==> config.mk <==
export PLATFORM = sky130hd
export DESIGN_NAME = region_perm
export DESIGN_NICKNAME = d
export VERILOG_FILES = /design/src/pkg/region_perm_pkg.sv /design/src/design/region_perm.sv
export VERILOG_INCLUDE_DIRS = /design/src /design/src/pkg
export SDC_FILE = /design/constraint.sdc
export NUM_CORES = 1
export LEC_CHECK = 0
export ABC_AREA = 1
export BUFFER_PORTS_ARGS = -buffer_cell sky130_fd_sc_hd__clkbuf_2
export CAP_MARGIN = 10
export CORE_MARGIN = 8
export CORE_UTILIZATION = 50
export CTS_BUF_LIST = sky130_fd_sc_hd__clkbuf_4
export DETAILED_ROUTE_END_ITERATION = 10
export PLACE_DENSITY_LB_ADDON = 0.05
export SKIP_CTS_REPAIR_TIMING = 1
export SLEW_MARGIN = 0
export SYNTH_ARGS = -nofsm -noshare
export SYNTH_HDL_FRONTEND = slang
export SYNTH_SLANG_ARGS = --single-unit
export TNS_END_PERCENT = 30
==> constraint.sdc <==
create_clock -name i_core_clk -period 4.9 [get_ports i_core_clk]
set_input_delay 0 -clock i_core_clk [delete_from_list [all_inputs] [get_ports i_core_clk]]
set_output_delay 0 -clock i_core_clk [all_outputs]
set_load 0.005 [all_outputs]
==> src/pkg/region_perm_regs.svh <==
// Register offsets, field positions, reset presets and masks for the regions
`ifndef REGION_PERM_REGS_SVH
`define REGION_PERM_REGS_SVH

// -----------------------------------------------------------------------
// Register offsets (byte addresses)
// -----------------------------------------------------------------------
`define REG5_CFG_OFS      16'h84E0
`define REG5_RD_OFS       16'h84F0
`define REG5_WR_OFS       16'h84F8
`define REG6_CFG_OFS      16'h8500
`define REG6_RD_OFS       16'h8510
`define REG6_WR_OFS       16'h8518
`define REG7_CFG_OFS      16'h8520
`define REG7_RD_OFS       16'h8530
`define REG7_WR_OFS       16'h8538
`define REG8_CFG_OFS      16'h8540
`define REG8_RD_OFS       16'h8550
`define REG8_WR_OFS       16'h8558

// -----------------------------------------------------------------------
// Configuration field positions
// -----------------------------------------------------------------------
`define CFG_BASE_HI_MSB   31
`define CFG_BASE_HI_LSB   16
`define CFG_BASE_LO_MSB   15
`define CFG_BASE_LO_LSB   10
`define CFG_PRI_BIT       9
`define CFG_SIZE_MSB      7
`define CFG_SIZE_LSB      3
`define CFG_IMPL_MASK     32'hFFFF_FEF8
`define PERM_IMPL_MASK    32'h0000_000F

// -----------------------------------------------------------------------
// Reset presets
// -----------------------------------------------------------------------
`define CFG_RESET         32'h0000_0000
`define RD_PERM_RESET     4'h7
`define WR_PERM_RESET     4'h7
`define PERM_WR_MASK      4'hF

`endif

==> src/pkg/region_perm_pkg.sv <==
// Types for the region permission block
package region_perm_pkg;

   typedef enum logic [1:0] {
      KIND_CFG  = 2'b00,
      KIND_RD   = 2'b01,
      KIND_WR   = 2'b10,
      KIND_NONE = 2'b11
   } reg_kind_t;

   typedef enum logic [1:0] {
      BUS_IDLE = 2'b00,
      BUS_ACK  = 2'b01
   } bus_state_t;

endpackage

==> src/design/region_perm.sv <==
// Access permission checker for target regions 5 to 8 with Wishbone regs
//
// The Wishbone register port was decided locally.
`timescale 1ns/1ps
// Behaviour
// - Config bits 31:16 and 15:10 hold the upper and lower base address.
// - Config bit 9 is the priority and bits 7:3 the five-bit region size.
// - Read permission bits 3:0 hold one enable per privilege group.
// - Write permission bits 3:0 hold one enable per privilege group.
// - Unimplemented bits of these registers read as zero.
// - Reset values are target-specific presets, not forced to zero.
// - A set permission bit grants the group that access, a clear one not.
// - Some permission bits may be read-only with preset values.
`include "region_perm_regs.svh"

module region_perm
   import region_perm_pkg::*;
#(
   parameter int          NUM_REGIONS  = 4,
   parameter int          FIRST_REGION = 5,
   parameter logic [31:0] CFG_PRESET   = `CFG_RESET,
   parameter logic [3:0]  RD_PRESET    = `RD_PERM_RESET,
   parameter logic [3:0]  WR_PRESET    = `WR_PERM_RESET,
   parameter logic [3:0]  RD_WR_MASK   = `PERM_WR_MASK,
   parameter logic [3:0]  WR_WR_MASK   = `PERM_WR_MASK
) (
   // Clock and reset
   input  wire logic        i_core_clk,
   input  wire logic        i_rst,
   // Wishbone slave
   input  wire logic        i_wb_cyc,
   input  wire logic        i_wb_stb,
   input  wire logic        i_wb_we,
   input  wire logic [15:0] i_wb_adr,
   input  wire logic [3:0]  i_wb_sel,
   input  wire logic [31:0] i_wb_dat,
   output logic      [31:0] o_wb_dat,
   output logic             o_wb_ack,
   output logic             o_wb_err,
   // Target access check
   input  wire logic        i_acc_valid,
   input  wire logic [31:0] i_acc_phys_addr,
   input  wire logic        i_acc_write,
   input  wire logic [1:0]  i_acc_group,
   output logic             o_acc_hit,
   output logic             o_acc_grant,
   output logic             o_acc_bus_err,
   output logic [1:0]       o_acc_region
);

   // --------------------------------------------------------------------
   // Elaboration checks
   // --------------------------------------------------------------------
   generate
      if (NUM_REGIONS != 4) begin : g_bad_count
         $error("region_perm: exactly four regions are mapped");
      end
      if (FIRST_REGION != 5) begin : g_bad_first
         $error("region_perm: the map starts at region 5");
      end
      if ((CFG_PRESET & ~`CFG_IMPL_MASK) != 32'h0000_0000) begin : g_bad_cfg
         $error("region_perm: preset sets unimplemented config bits");
      end
   endgenerate

   // --------------------------------------------------------------------
   // Register decode
   // --------------------------------------------------------------------
   function automatic reg_kind_t decode_kind(input logic [15:0] adr);
      unique case (adr)
         `REG5_CFG_OFS, `REG6_CFG_OFS, `REG7_CFG_OFS, `REG8_CFG_OFS:
            decode_kind = KIND_CFG;
         `REG5_RD_OFS, `REG6_RD_OFS, `REG7_RD_OFS, `REG8_RD_OFS:
            decode_kind = KIND_RD;
         `REG5_WR_OFS, `REG6_WR_OFS, `REG7_WR_OFS, `REG8_WR_OFS:
            decode_kind = KIND_WR;
         default:
            decode_kind = KIND_NONE;
      endcase
   endfunction

   function automatic logic [1:0] decode_index(input logic [15:0] adr);
      unique case (adr)
         `REG5_CFG_OFS, `REG5_RD_OFS, `REG5_WR_OFS: decode_index = 2'd0;
         `REG6_CFG_OFS, `REG6_RD_OFS, `REG6_WR_OFS: decode_index = 2'd1;
         `REG7_CFG_OFS, `REG7_RD_OFS, `REG7_WR_OFS: decode_index = 2'd2;
         default:                                   decode_index = 2'd3;
      endcase
   endfunction

   function automatic logic [31:0] merge_sel(input logic [31:0] old_v,
                                             input logic [31:0] new_v,
                                             input logic [3:0]  sel);
      logic [31:0] res;
      res = old_v;
      for (int b = 0; b < 4; b++) begin
         if (sel[b]) begin
            res[b*8 +: 8] = new_v[b*8 +: 8];
         end
      end
      merge_sel = res;
   endfunction

   // --------------------------------------------------------------------
   // Field helpers
   // --------------------------------------------------------------------
   function automatic logic [3:0] perm_write(input logic [3:0] old_v,
                                             input logic [3:0] new_v,
                                             input logic [3:0] wmask);
      perm_write = (new_v & wmask) | (old_v & ~wmask);
   endfunction

   function automatic logic [31:0] cfg_base(input logic [31:0] cfg);
      cfg_base = {cfg[`CFG_BASE_HI_MSB:`CFG_BASE_HI_LSB],
                  cfg[`CFG_BASE_LO_MSB:`CFG_BASE_LO_LSB], 10'h000};
   endfunction

   function automatic logic [4:0] cfg_size(input logic [31:0] cfg);
      cfg_size = cfg[`CFG_SIZE_MSB:`CFG_SIZE_LSB];
   endfunction

   function automatic logic cfg_pri(input logic [31:0] cfg);
      cfg_pri = cfg[`CFG_PRI_BIT];
   endfunction

   // --------------------------------------------------------------------
   // Storage
   // --------------------------------------------------------------------
   logic [31:0] cfg_ff  [NUM_REGIONS];
   logic [3:0]  rd_ff   [NUM_REGIONS];
   logic [3:0]  wr_ff   [NUM_REGIONS];
   bus_state_t  bus_state_ff;

   reg_kind_t   req_kind;
   logic [1:0]  req_idx;
   logic        req_new;
   logic        wr_take;

   // --------------------------------------------------------------------
   // Request decode
   // --------------------------------------------------------------------
   assign req_kind = decode_kind(i_wb_adr);
   assign req_idx  = decode_index(i_wb_adr);
   assign req_new  = i_wb_cyc && i_wb_stb && (bus_state_ff == BUS_IDLE);
   assign wr_take  = req_new && i_wb_we && (req_kind != KIND_NONE);

   // --------------------------------------------------------------------
   // Register write
   // --------------------------------------------------------------------
   genvar g;
   generate
      for (g = 0; g < NUM_REGIONS; g++) begin : g_region
         logic [31:0] nxt_cfg;
         logic        cfg_we;
         logic        rd_we;
         logic        wr_we;
         assign nxt_cfg = merge_sel(cfg_ff[g], i_wb_dat, i_wb_sel)
                          & `CFG_IMPL_MASK;
         assign cfg_we = wr_take && req_kind == KIND_CFG && req_idx == 2'(g);
         assign rd_we  = wr_take && req_kind == KIND_RD && req_idx == 2'(g)
                         && i_wb_sel[0];
         assign wr_we  = wr_take && req_kind == KIND_WR && req_idx == 2'(g)
                         && i_wb_sel[0];

         always_ff @(posedge i_core_clk) begin
            if (i_rst) begin
               cfg_ff[g] <= CFG_PRESET & `CFG_IMPL_MASK;
            end else if (cfg_we) begin
               cfg_ff[g] <= nxt_cfg;
            end
         end

         always_ff @(posedge i_core_clk) begin
            if (i_rst) begin
               rd_ff[g] <= RD_PRESET;
            end else if (rd_we) begin
               rd_ff[g] <= perm_write(rd_ff[g], i_wb_dat[3:0],
                                      RD_WR_MASK);
            end
         end

         always_ff @(posedge i_core_clk) begin
            if (i_rst) begin
               wr_ff[g] <= WR_PRESET;
            end else if (wr_we) begin
               wr_ff[g] <= perm_write(wr_ff[g], i_wb_dat[3:0],
                                      WR_WR_MASK);
            end
         end
      end
   endgenerate

   // --------------------------------------------------------------------
   // Read mux
   // --------------------------------------------------------------------
   logic [31:0] rd_mux;

   always_comb begin
      unique case (req_kind)
         KIND_CFG: rd_mux = cfg_ff[req_idx] & `CFG_IMPL_MASK;
         KIND_RD:  rd_mux = {28'h000_0000, rd_ff[req_idx]};
         KIND_WR:  rd_mux = {28'h000_0000, wr_ff[req_idx]};
         KIND_NONE: rd_mux = 32'h0000_0000;
      endcase
   end

   // --------------------------------------------------------------------
   // Bus state
   // --------------------------------------------------------------------
   bus_state_t  nxt_bus_state;

   always_comb begin
      unique case (bus_state_ff)
         BUS_IDLE: nxt_bus_state = req_new ? BUS_ACK : BUS_IDLE;
         BUS_ACK:  nxt_bus_state = BUS_IDLE;
         default:  nxt_bus_state = BUS_IDLE;
      endcase
   end

   always_ff @(posedge i_core_clk) begin
      if (i_rst) begin
         bus_state_ff <= BUS_IDLE;
      end else begin
         bus_state_ff <= nxt_bus_state;
      end
   end

   // --------------------------------------------------------------------
   // Bus answer
   // --------------------------------------------------------------------
   always_ff @(posedge i_core_clk) begin
      if (i_rst) begin
         o_wb_ack <= 1'b0;
      end else begin
         o_wb_ack <= req_new && (req_kind != KIND_NONE);
      end
   end

   always_ff @(posedge i_core_clk) begin
      if (i_rst) begin
         o_wb_err <= 1'b0;
      end else begin
         o_wb_err <= req_new && (req_kind == KIND_NONE);
      end
   end

   // --------------------------------------------------------------------
   // Read data
   // --------------------------------------------------------------------
   always_ff @(posedge i_core_clk) begin
      if (i_rst) begin
         o_wb_dat <= 32'h0000_0000;
      end else if (req_new && !i_wb_we) begin
         o_wb_dat <= rd_mux;
      end
   end

   // --------------------------------------------------------------------
   // Region match and permission check
   // --------------------------------------------------------------------
   // Base is address bits 31:10; size n spans 2^(n+1) bytes, min 4 bytes at n = 1, size 0 matches nothing
   function automatic logic region_match(input logic [31:0] cfg,
                                         input logic [31:0] addr);
      logic [31:0] mask;
      mask = ~((32'h0000_0002 << cfg_size(cfg)) - 32'h0000_0001);
      if (cfg_size(cfg) == 5'h00) begin
         region_match = 1'b0;
      end else begin
         region_match = ((addr & mask) == (cfg_base(cfg) & mask));
      end
   endfunction

   logic [NUM_REGIONS-1:0] hit_vec;
   logic [NUM_REGIONS-1:0] pri_vec;

   generate
      for (g = 0; g < NUM_REGIONS; g++) begin : g_match
         // Addresses arrive physical from every initiator
         assign hit_vec[g] = region_match(cfg_ff[g], i_acc_phys_addr);
         assign pri_vec[g] = cfg_pri(cfg_ff[g]);
      end
   endgenerate

   logic       nxt_hit;
   logic [1:0] nxt_region;
   logic       nxt_allow;

   // --------------------------------------------------------------------
   // Priority select
   // --------------------------------------------------------------------
   // High-priority hits win, then the highest region number
   always_comb begin
      nxt_hit    = 1'b0;
      nxt_region = 2'd0;
      for (int r = 0; r < NUM_REGIONS; r++) begin
         if (hit_vec[r] && !pri_vec[r]) begin
            nxt_hit    = 1'b1;
            nxt_region = 2'(r);
         end
      end
      for (int r = 0; r < NUM_REGIONS; r++) begin
         if (hit_vec[r] && pri_vec[r]) begin
            nxt_hit    = 1'b1;
            nxt_region = 2'(r);
         end
      end
      nxt_allow = i_acc_write ? wr_ff[nxt_region][i_acc_group]
                              : rd_ff[nxt_region][i_acc_group];
   end

   // --------------------------------------------------------------------
   // Verdict outputs
   // --------------------------------------------------------------------
   always_ff @(posedge i_core_clk) begin
      if (i_rst) begin
         o_acc_hit <= 1'b0;
      end else begin
         o_acc_hit <= i_acc_valid && nxt_hit;
      end
   end

   always_ff @(posedge i_core_clk) begin
      if (i_rst) begin
         o_acc_grant <= 1'b0;
      end else begin
         o_acc_grant <= i_acc_valid && nxt_hit && nxt_allow;
      end
   end

   always_ff @(posedge i_core_clk) begin
      if (i_rst) begin
         o_acc_bus_err <= 1'b0;
      end else begin
         o_acc_bus_err <= i_acc_valid && nxt_hit && !nxt_allow;
      end
   end

   always_ff @(posedge i_core_clk) begin
      if (i_rst) begin
         o_acc_region <= 2'd0;
      end else begin
         o_acc_region <= nxt_region;
      end
   end

endmodule // region_perm

After elaboration in Yosys (flattened, before gate mapping)
Memories as Yosys holds them, arrays and structs flattened.
Cells that the tools add are included.

cells by class
  reductions and logical operators = 61
  shift operators = 4
  equality and inequality tests = 23
  mux-type cells = 94
  $lt $le $gt $ge = 1
  bitwise operators = 25
  add/subtract/negate cells = 4

operators with widths
  cell                                                        count
  AND 32 bit                                                  8
  == test 16 bit, second input constant                       12
  == test 32 bit                                              4
  two-way mux 8 bit                                           16
  inverter 32 bit                                             4
  one-hot mux 32 bit (4 select lines)                         1
  << shifter 2 x 5 -> 32 bit, first input constant            4
  subtractor 32 x 1 -> 32 bit, second input constant          4
  two-way mux 28 bit                                          4
  two-way mux 1 bit                                           55
  logical AND 1 bit                                           41
  two-way mux 4 bit                                           8
  zero test 5 bit                                             4
  two-way mux 2 bit                                           6
  OR 1 bit                                                    12
  one-hot mux 2 bit (3 select lines)                          2
  OR reduction 4 bit                                          3
  OR reduction 3 bit                                          3
  == test 2 bit, second input constant                        4
  zero test 1 bit                                             6
  zero test 2 bit                                             3
  binary-select mux 1 bit (select 2 bit)                      2
  == test 2 x 1 -> 1 bit, second input constant               2
  less-than comparator 2 x 3 -> 1 bit, second input constant  1
  other kinds (3)                                             3

storage, ports and cells
  word-level logic and storage cells = 223
  bits in writable memories = 144
  memories kept = 3
  input port bits = 93
  register bits after elaboration = 41

memory list
  name    words  width  rd ports  clocked after Yosys merged registers in  write ports  RTL line            source
  cfg_ff  4      28     5         0                                        4            region_perm.sv:129  logic [31:0] cfg_ff [NUM_REGIONS];
  rd_ff   4      4      2         0                                        4            region_perm.sv:130  logic [3:0] rd_ff [NUM_REGIONS];
  wr_ff   4      4      2         0                                        4            region_perm.sv:131  logic [3:0] wr_ff [NUM_REGIONS];

Depth between registers and ports, before layout
Gate-level depths: netlist of run 1.
An unclocked memory read counts as a cell.

  depth after elaboration = 21
  mapped depth = 32

Worst setup path after synthesis of run 1
No wires, ideal clock.

  path type = register -> register
  start point = memory cfg_ff[2][1] in the netlist's numbering
  end point = register o_acc_bus_err
  clock period less this slack = 3186 ps
  arrival = 3075 ps
  buffers on the path = 2
  cell stages (with the launch flop) = 29
  slack = 1714 ps
  setup time = 111 ps
  cells stage by stage = edfxtp_1 > buf_2 > nor2_1 > nand4_1 > ha_1 > inv_1 > nor2_4 > or2_0 > a21oi_1 > nand2_1 > nor2_1 > nand3_1 > nor2_1 > nand4_1 > nand2_1 > nand2_1 > nand2_1 > nand2_2 > nand2_4 > nand2_4 > buf_6 > nand2_1 > nand3_1 > nand3_1 > nand3_1 > nand2_1 > nand2_1 > nand2_1 > nor2_1

RTL lines
  item                  RTL line            source
  from (decl)           region_perm.sv:129
  to (signal assigned)  region_perm.sv:334  o_acc_bus_err <= i_acc_valid && nxt_hit && !nxt_allow;
  to (decl)             region_perm.sv:47   output logic o_acc_bus_err,

==> results by group, run 1 <==
Global routing
  – Global route hottest layer: met2
  – Met2 Use GR: 47.41%
  – Largest net degree at the start of global routing: 54
  – M3 GR Usage: between 6 and 7%
  – Initial antenna violation count: 6
  – First-pass GRT wire length: 77.29 mm
  – Number of global-route vias before repair: 13,430
  – Total track usage: 30.63%
  – Met1 GRT Util: approximately two fifths
  – GRT overflow: 0

STA
  – Final Hold Viols: 0
  – Headroom to the max-slew limit: 36.92%
  – Fin. max-slew vios: 0
  – Tcrit/Tclk final: 84.52%
  – Setup violators final: 0
  – Slew @ Worst Pin: 0.9427 ns
  – Max Clock Skew: ~0.047 ns
  – Fin Setup TNS: 0 ns
  – Unrepaired setup endpoints after global routing: no
  – Fmax: 0.2414 GHz
  – Min Clock Period, post-route: 4.142 ns

Synthesis
  – Mapped cell area: around 14,000 um2
  – Count of cell types in the netlist: 52
  – Cells after synthesis: 1,926
  – Area share of the largest cell type after synthesis: 31.98%
  – Top_reg_cell synth: edfxtp_1
  – Yosys top cell by area: edfxtp_1
  – Synthesized area per cell: ~7.0 um2
  – Commonest cells in the netlist: nand2_1, nor2_1, nand3_1
  – Syn. warnings: 0
  – Post-synth ARST share: 0%
  – Post-synth EDFFs: around 140
  – Most common cell in the netlist: nand2_1
  – Synthesized net count: 2,023
  – Area contributors post-synth: edfxtp_1, nand2_1, nor2_1
  – Post-synthesis sequential area ratio: a little under two fifths
  – Number of synthesized register bits: 183

Power
  – Leakage: 6.957 nW
  – Flop pwr share: 53.3%
  – Pwr/cell area: 216.5 nW/um2
  – Net Sw Frac: 34.23%
  – Clk pwr share: 26.7%
  – P_int: 2.166 mW
  – Combinational share of power: between 20% and 30%
  – Peak VDD IR: 0.0001558 V
  – NetSw: 1.128 mW

Placed design
  – Hpwl dp: between 40 and 50 mm
  – Count of input and output buffers: around 130
  – GPL Wtd Cong: 1.063
  – Placed cell count: about 2,400

Critical path
  – Critical path fanouts, max: 19
  – Crit path DAT: 4.68 ns
  – Setup CP Type: flip-flop to flip-flop
  – Worst setup path startpoint: cfg_ff[3][0]
  – CP Launch Type: flip-flop
  – CP Capture Type: flip-flop
  – FF-to-FF Start: cfg_ff[3][0]
  – Worst EP required: 5.44 ns

Finish
  – Final #Nets: 2,174
  – FILL cells: 2,633
  – Layout area overhead: 12.52%
  – Fin util: 56.93%
  – Share of cells above drive strength 1: 12.63%
  – Non-filler cells, final: between 2,000 and 2,500

Clocking
  – Total CTS buffers: 17
  – Clock latency at the later pin of the worst-skew pair: 0.62 ns
  – Clk buf depth: 2
  – Clk sinks: 183
  – Clock-pin slew on the worst setup and hold paths: roughly 0.2 ns
  – Root buffer cell: clkbuf_4
  – TritonCTS clock tree: yes
  – H-tree Lvls: 4

Drt
  – Via count: 14,310
  – Drc violations: 0
  – DRT antenna net count: 0
  – TritonRoute pass-1 iters: 6
  – Drt total wl: about 50 mm
  – Initial DRC count: 1,928
  – Post-detailed-route wirelength per cell: 21.10 um
  – Vias/cell: 5.881

Floorplan
  – # IOs: 132
  – Initial Utilization: between 50% and 60%
  – Height of the die: between 150 and 200 um
  – Die X-Extent: around 180 um
  – Core ar.: 26,730 um2
  – # rows: 60
  – Total die area: ~33,000 um2

Hold path
  – Hold_sp: i_wb_sel[2]
  – Hold Path Class: input port to flip-flop

Run
  – Max-cap viol count: 0

Outcome
  – Outcome: completed
-- area by class of cell --
cell class / count / area [um2] / share of cell area [%]
sequential: 183 / 5105 / 33.55
inverter: 199 / 752.0 / 4.942
clock inverter: 14 / 153.9 / 1.012
multi-input combinational: 1473 / 7326 / 48.15
tap: 341 / 426.7 / 2.804
antenna: 2 / 5.005 / 0.03289
clock buffer: 18 / 135.1 / 0.8882
timing repair buffer: 203 / 1311 / 8.618
-- power groups by stage --
| stage | Sequential [mW] | Combinational (mW) | Clock (mW) |
|---|---|---|---|
| after floorplan | 1.77 | 0.380 | 0 |
| after global placement | 1.79 | 0.617 | 0 |
| after detailed placement | 1.79 | 0.616 | 0 |
| after CTS | 1.75 | 0.619 | 0.885 |
| after global routing | 1.76 | 0.715 | 0.937 |
| final | 1.75 | 0.658 | 0.881 |
-- worst max-delay path: stages (launching register included) --
cell and delay (ns):
edfxtp_1 0.39, buf_4 0.19, inv_1 0.22, nor2_1 0.15, nand4_1 0.14, ha_1 0.20, nand2_1 0.14, nor2_4 0.21
nand3_2 0.17, nor2_4 0.20, xor2_1 0.09, o21ai_1 0.21, nor2_2 0.12, nand4_4 0.25, nand2_1 0.13, a31oi_2 0.53
inv_2 0.18, nand3_1 0.14, nand3_1 0.07, nand3_1 0.12, nand2_1 0.06, nand2_1 0.05, nand2_1 0.05, nor2_1 0.07
-- sequential cells by signal, indices dropped and copies added (netlist names) --
signal	cells
cfg_ff	112
o_acc_region	2
wr_ff	16
o_wb_err	1
bus_state_ff	1
rd_ff	16
o_acc_bus_err	1
o_wb_dat	31
o_acc_grant	1
o_acc_hit	1
o_wb_ack	1
-- per-stage QoR --
step	hold slack (ns)	power, mW	cell area (um2)	setup WS, ns
floorplan	0.1485	2.151	13520	1.714
global placement	0.3063	2.402	14500	0.8925
detailed placement	0.3037	2.404	14500	0.8622
CTS	-0.3496	3.257	14790	0.8564
global route	0.01704	3.411	15210	0.3627
finish	0.01557	3.294	15210	0.7583
-- cells by family (layout without fill, tap and decap cells) --
family / count (synthesis) / after routing / synth area share, %
other: 1 / 3 / 0.02773
AND/OR/NAND/NOR: 1156 / 1156 / 37.93
XOR/XNOR: 81 / 81 / 5.247
adder cells (fa/ha/maj): 4 / 4 / 0.3701
AO/OA/AOI/OAI: 231 / 231 / 10.59
flip-flops: 183 / 183 / 37.75
buffers and inverters: 270 / 434 / 8.087
-- path summary, 6_finish.rpt --
| kind | end | slack (ns) | cells after the start |
|---|---|---|---|
| max reg2reg | o_acc_bus_err | 0.76 | 23 |
| min reg2reg | o_wb_dat[19] | 0.47 | 2 |
| min | cfg_ff[2][19] | 0.02 | 4 |
| max | o_acc_bus_err | 0.76 | 23 |
-- placed cells by master (no fill, tap or decap), types with 8 or more instances in the layout --
| cell | n |
|---|---|
| dlygate4sd3_1 | 42 |
| clkbuf_4 | 18 |
| nand2_2 | 9 |
| o211ai_1 | 14 |
| inv_1 | 178 |
| nor2_1 | 341 |
| nor2_2 | 15 |
| buf_4 | 34 |
| nand4_1 | 42 |
| inv_2 | 15 |
| nor3_1 | 30 |
| edfxtp_1 | 144 |
| a21oi_1 | 52 |
| nor2_4 | 9 |
| clkbuf_2 | 127 |
| nor4_1 | 11 |
| xnor2_1 | 14 |
| xor2_1 | 67 |
| o221ai_1 | 35 |
| o21ai_0 | 91 |
| dfxtp_1 | 39 |
| o21bai_1 | 8 |
| nand2_1 | 445 |
| nand3_1 | 199 |
| nand3b_1 | 26 |
-- routing by layer --
layer | vias to the layer above | wire (um) | part of all wire, %
li1 | 6762 | - | -
met3 | 148 | 4852 | 9.5
met2 | 823 | 22670 | 44
met1 | 6570 | 20840 | 41
met5 | - | 42 | 0.082
met4 | 6 | 2927 | 5.7
No activity file was read; power rests on OpenSTA's default activity.
==> run 2, diff against run 1 <==
==> constraint.sdc (replaced) <==
create_clock -name i_core_clk -period 3.8 [get_ports i_core_clk]
set_input_delay 0 -clock i_core_clk [delete_from_list [all_inputs] [get_ports i_core_clk]]
set_output_delay 0 -clock i_core_clk [all_outputs]
set_load 0.005 [all_outputs]
==> run 2 against run 1 <==
The flow now finishes with violations (hold timing); total power increased by 32%; via count up 2.0%; routed wire length is 3.3% higher; clock power up 33%; die area stayed put; core utilization is 3.2 points higher; cell count is 3.3% higher; non-clock buffer count is 80 higher; sequential power rose by 29%; first-iteration DRC count shrank 0.41%; global-route usage increased by 0.69 points; register-to-register slack worse by 0.62 ns.
==> results by group, run 2 (synthesized netlist as in run 1, its figures left out) <==
Finish
  – Max reg flops: 112 (unchanged)
  – Final #Nets: 2,254 (+3.7%)
  – FILL cells: 2,557 (-2.9%)
  – Biggest register: cfg_ff
  – Most frequent cells in the layout: nand2_1, nor2_1, nand3_1
  – Fin util: 60.12% (+3.2 points)
  – Top flop regs: cfg_ff: 112 flops, o_wb_dat: 31 flops
  – Most common cell after layout, fill and taps aside: nand2_1
  – Share of cells above drive strength 1: 18.16% (+5.5 points)
  – Layout area overhead: 18.82%

Global routing
  – Largest net degree at the start of global routing: 42 (-22%)
  – GRT overflow: 0 (unchanged)
  – Number of global-route vias before repair: 13,580 (+1.1%)
  – Total track usage: 31.32% (+0.69 points)
  – First-pass GRT wire length: 79.36 mm (+2.7%)
  – Initial antenna violation count: 3 (-3)

STA
  – Final Hold Viols: 1 (+1)
  – Min Clock Period, post-route: 3.664 ns (-0.4773 ns)
  – Tcrit/Tclk final: 96.43% (+12 points)
  – Max Clock Skew: 0.05112 ns (+0.003672 ns)
  – Fin Setup TNS: 0 ns (unchanged)
  – Setup ws final: 0.1356 ns (-0.6227 ns)
  – Fmax: 0.2729 GHz (+13%)
  – Headroom to the max-slew limit: 55.26% (+18 points)
  – Fin. max-slew vios: 0 (unchanged)
  – Worst Hold Slack: -0.03067 ns (-0.04624 ns)
  – Unrepaired setup endpoints after global routing: yes
  – Setup violators final: 0 (unchanged)
  – Slew @ Worst Pin: 0.6686 ns (-0.2741 ns)

Clocking
  – TritonCTS clock tree: yes
  – Clk buf depth: 2 (unchanged)
  – Root buffer cell: clkbuf_4
  – Clock-pin slew on the worst setup and hold paths: 0.21 ns (about the same)
  – Clock latency at the later pin of the worst-skew pair: 0.59 ns (-0.03 ns)
  – H-tree Lvls: 4 (unchanged)
  – Total CTS buffers: 17 (unchanged)
  – Clk sinks: 183 (unchanged)

Floorplan
  – Core ar.: 26,730 um2 (unchanged)
  – Total die area: 32,560 um2 (unchanged)
  – Height of the die: 180.5 um (unchanged)
  – # IOs: 132 (unchanged)
  – Initial Utilization: 50.59% (unchanged)
  – # rows: 60 (unchanged)
  – Die X-Extent: 180.5 um (unchanged)

Power
  – Pwr/cell area: 271.5 nW/um2 (+25%)
  – Total Power: 4.362 mW (+32%)
  – Leakage: 7.380 nW (+6.1%)
  – Peak VDD IR: 0.0002407 V (+55%)

Hold path
  – Hold_sp: i_wb_adr[3]
  – Hold EP: o_wb_ack
  – Hold-critical path depth: 4 (unchanged)
  – Hold Path Class: input port to flip-flop

Critical path
  – Worst R2R End: o_acc_bus_err
  – Worst Reg-to-Reg Cells: 28 (+22%)
  – Worst R2R Setup Slack: 0.14 ns (-0.62 ns)
  – Setup CP Type: flip-flop to flip-flop
  – Worst EP required: 4.32 ns (-1.12 ns)
  – Worst path slowest cell: edfxtp_1
  – FF-to-FF Start: cfg_ff[1][1]
  – Critical path fanouts, max: 8 (-11)
  – CP Launch Type: flip-flop
  – Cell mode on critical path: nand2_1
  – Crit path DAT: 4.19 ns (-0.49 ns)
  – CP max stage delay: 0.54 ns (about the same)
  – CP Capture Type: flip-flop

Drt
  – Drc violations: 0 (unchanged)
  – Post-detailed-route wirelength per cell: 21.09 um (about the same)
  – Via count: 14,590 (+2.0%)
  – DRT antenna net count: 0 (unchanged)
  – Drt total wl: 53.00 mm (+3.3%)
  – TritonRoute pass-1 iters: 6 (unchanged)
  – Vias/cell: 5.807 (-1.3%)
  – Initial DRC count: 1,920 (-0.41%)

Placed design
  – Count of input and output buffers: 127 (unchanged)
  – GPL Wtd Cong: 1.028 (-3.3%)
  – Hpwl dp: 42.09 mm (+3.6%)
  – Setup WS pre-CTS: 0.04998 ns (-0.8122 ns)

Run
  – Max-cap viol count: 0 (unchanged)

Outcome
  – Failing checks: hold timing
  – Outcome: complete, but fails checks
run 2: cell types whose count changed in the layout (fill, tap and decap cells not counted), sizes merged:
cell and change:
inv -1, clkbuf +1, clkinv +1, buf +79
run 2: worst max-delay path by stage:
stage               slack [ns]          from            end  depth (start not counted)
finish                    0.14  cfg_ff[1][1]  o_acc_bus_err                         28
global placement          0.05  cfg_ff[0][0]  o_acc_bus_err                         23
detailed placement        0.05  cfg_ff[0][0]  o_acc_bus_err                         23
floorplan                 0.61  cfg_ff[2][1]  o_acc_bus_err                         28
global route             -0.12  cfg_ff[2][1]  o_acc_bus_err                         31
CTS                       0.03  cfg_ff[0][0]  o_acc_bus_err                         23
run 2: metal layers:
metal  wire [um]  up-vias  GRT usage (%)
met2       24400      782          50.78
met3        4743      104          5.867
met1       21940     6796          41.28
met5          19        -              0
li1            -     6906              -
met4        1895        4          11.01
run 2: layout make-up:
type,count,area [um2],area share (%)
multi-input combinational,1473,7538,46.92
sequential,183,5105,31.77
timing repair buffer,283,1946,12.11
inverter,199,754.5,4.696
tap,341,426.7,2.656
clock inverter,14,156.4,0.9734
clock buffer,18,135.1,0.8411
antenna,2,5.005,0.03115
run 2: report_power, final:
group / switching [mW] / internal, mW / total [mW]
Combinational: 0.611 / 0.319 / 0.930
Clock: 0.861 / 0.313 / 1.17
Sequential: 0.0499 / 2.21 / 2.26
run 2: critical path: cells and delay by family, from the launching register on:
family	cells	cell delay [ns]
DFF	1	0.54
adders and majority gates	1	0.23
AOI/OAI and AO/OA	1	0.11
and+or+nand+nor	24	2.43
buffers and inverters	2	0.31
run 2: stage by stage:
stage	instances	area, um2
floorplan	1926	13520
CTS	2441	15190
global route	2513	16070
global placement	2409	14900
detailed placement	2409	14900
finish	2513	16070
==> run 3, diff against run 2 <==
--- a/config.mk
+++ b/config.mk
@@ -14,7 +14,7 @@
 export CTS_BUF_LIST = sky130_fd_sc_hd__clkbuf_4
 export DETAILED_ROUTE_END_ITERATION = 10
 export PLACE_DENSITY_LB_ADDON = 0.05
-export SKIP_CTS_REPAIR_TIMING = 1
+export RECOVER_POWER = 25
 export SLEW_MARGIN = 0
 export SYNTH_ARGS = -nofsm -noshare
 export SYNTH_HDL_FRONTEND = slang
==> run 3 against run 2 <==
The flow now finishes without violations; fmax shrank 0.23%; clock skew down 0.0042 ns; worst hold slack better by 0.11 ns; die area did not move; via count is 0.23% lower; non-clock buffer count is 4 higher; design area fell by 0.13%; setup slack lost 0.0084 ns; first-iteration DRC count down 0.78%; sequential power is essentially flat; count of clock-buffer cells in the layout is the same.
==> results by group, run 3 (synthesized netlist as in run 1, its figures left out) <==
Outcome
  – Outcome: completed

Drt
  – TritonRoute pass-1 iters: 6 (unchanged)
  – Via count: 14,560 (-0.23%)
  – Met2 Routed Length: 24.31 mm (-0.40%)
  – Post-detailed-route wirelength per cell: 21.05 um (-0.21%)
  – Routed wl met3: 4.891 mm (+3.1%)
  – Drt total wl: 52.97 mm (about the same)
  – Vias/cell: 5.784 (-0.38%)
  – Met1 WL: 21.77 mm (-0.77%)
  – Max Used Layer: met5
  – Initial DRC count: 1,905 (-0.78%)
  – Drc violations: 0 (unchanged)
  – DRT antenna net count: 0 (unchanged)

Clocking
  – Clk buf depth: 2 (unchanged)
  – Clock-pin slew on the worst setup and hold paths: 0.20 ns (about the same)
  – Clock latency at the later pin of the worst-skew pair: 0.58 ns (about the same)
  – H-tree Lvls: 4 (unchanged)
  – TritonCTS clock tree: yes
  – Clk sinks: 183 (unchanged)
  – Total CTS buffers: 17 (unchanged)
  – Root buffer cell: clkbuf_4

Critical path
  – CP Launch Type: flip-flop
  – Worst Reg-to-Reg Cells: 27 (-3.6%)
  – CP Capture Type: flip-flop
  – Worst R2R Setup Slack: 0.13 ns (about the same)
  – Crit path DAT: 4.22 ns (+0.03 ns)
  – Setup CP Type: flip-flop to flip-flop
  – Critical path fanouts, max: 14 (+6)
  – Worst EP required: 4.35 ns (+0.03 ns)

Finish
  – Most frequent cells in the layout: nand2_1, nor2_1, nand3_1
  – Layout area overhead: 18.67%
  – Fin util: 60.04% (-0.075 points)
  – Most common cell after layout, fill and taps aside: nand2_1
  – Share of cells above drive strength 1: 16.28% (-1.9 points)
  – Biggest register: cfg_ff
  – Max reg flops: 112 (unchanged)
  – Top flop regs: cfg_ff: 112 flops, o_wb_dat: 31 flops
  – Final #Nets: 2,258 (+0.18%)
  – Post-route cell area: 16,050 um2 (-0.13%)

STA
  – Fin. max-slew vios: 0 (unchanged)
  – Setup violators final: 0 (unchanged)
  – Max Clock Skew: 0.04692 ns (-0.004195 ns)
  – Final Hold Viols: 0 (-1)
  – Headroom to the max-slew limit: 53.81% (-1.4 points)
  – Fmax: 0.2723 GHz (-0.23%)
  – Unrepaired setup endpoints after global routing: yes
  – Min Clock Period, post-route: 3.673 ns (+0.008385 ns)
  – Tcrit/Tclk final: 96.65% (+0.22 points)
  – Slew @ Worst Pin: 0.6928 ns (+0.02416 ns)

Power
  – Leakage: 7.270 nW (-1.5%)
  – Pwr/cell area: 271.3 nW/um2 (about the same)
  – Peak VDD IR: 0.0002377 V (-1.2%)
  – Total Power: 4.353 mW (-0.19%)

Floorplan
  – Height of the die: 180.5 um (unchanged)
  – # IOs: 132 (unchanged)
  – Die X-Extent: 180.5 um (unchanged)
  – Core ar.: 26,730 um2 (unchanged)
  – # rows: 60 (unchanged)
  – Initial Utilization: 50.59% (unchanged)
  – Total die area: 32,560 um2 (unchanged)

Global routing
  – Largest net degree at the start of global routing: 42 (unchanged)
  – First-pass GRT wire length: 80.30 mm (+1.2%)
  – Total track usage: 31.64% (+0.32 points)
  – GRT overflow: 0 (unchanged)
  – Number of global-route vias before repair: 13,800 (+1.6%)
  – Initial antenna violation count: 4 (+1)

Placed design
  – Count of input and output buffers: 127 (unchanged)
  – GPL Wtd Cong: 1.028 (unchanged)
  – Hpwl dp: 42.09 mm (unchanged)
  – Post-DP Area: 14,900 um2 (unchanged)

Hold path
  – Hold Path Class: input port to flip-flop
  – Hold-critical path depth: 6 (+2)

Run
  – Max-cap viol count: 0 (unchanged)
## run 3: cell types whose count changed in the layout (fill, tap and decap cells not counted)
cell and delta:
buf_4 -5, clkbuf_1 +38, clkbuf_2 -34, dlygate4sd3_1 +5, nor3_1 +1, nor3_2 -1
## run 3: worst paths after layout
check	startpoint	to
max	cfg_ff[2][2]	o_acc_bus_err
min	i_wb_adr[8]	o_wb_ack
max reg2reg	cfg_ff[2][2]	o_acc_bus_err
min reg2reg	o_wb_dat[30]	o_wb_dat[30]
## run 3: power breakdown
group	leakage (nW)	internal, mW	total, mW	switching, mW
combinational	5.41	0.319	0.929	0.610
clock	0.159	0.313	1.17	0.853
sequential	1.70	2.21	2.26	0.0500
total	7.27	2.84	4.35	1.51
## run 3: timing repair
action	in CTS	in global routing
resized for setup	0	61
hold buffers	47	0
setup endpoints to repair	0	2
setup buffers	0	26
endpoints found under the hold margin	171	0
## run 3: critical path, stage by stage, from the launching register on
cell       delay [ns]
edfxtp_1         0.49
buf_4            0.24
nor2_2           0.23
nand3_1          0.19
nand2_1          0.17
nor2_4           0.08
buf_4            0.14
nand3_1          0.14
nand3_1          0.09
nand3_1          0.08
nand2_1          0.05
nor3_1           0.23
buf_4            0.20
nand4_1          0.13
nand2_1          0.09
nand2_1          0.06
nand2_1          0.08
nand2_2          0.06
nand2_4          0.14
clkbuf_16        0.17
nand3_1          0.06
nand3_1          0.10
nand3_1          0.09
nand3_1          0.10
nand2_1          0.06
nand2_1          0.06
nand2_1          0.04
nor2_1           0.09
## run 3: through the flow
stage | hold slack, ns | std cells | setup TNS [ns] | setup slack [ns]
2_1_floorplan | 0.1485 | 1926 | 0 | 0.6140
3_5_place_dp | 0.3035 | 2409 | 0 | 0.04998
4_1_cts | 0.01614 | 2488 | 0 | 0.02522
5_1_grt | 0.1110 | 2517 | -0.1878 | -0.1254
6_report | 0.08287 | 2517 | 0 | 0.1272
3_3_place_gp | 0.3058 | 2409 | 0 | 0.05175
## run 3: layout make-up
cell class                 instances  area (um2)
tap                              341       426.7
clock buffer                      18       135.1
inverter                         199       754.5
fill                            2577       10680
sequential                       183        5105
clock inverter                    14       156.4
timing repair buffer             287        1931
multi-input combinational       1473        7533
antenna                            2       5.005
## run 3: routing by layer
layer	vias to the layer above	GRT usage (%)
met5	-	0
met4	6	11.51
met3	120	5.827
met2	813	51.42
met1	6698	41.52
li1	6922	-
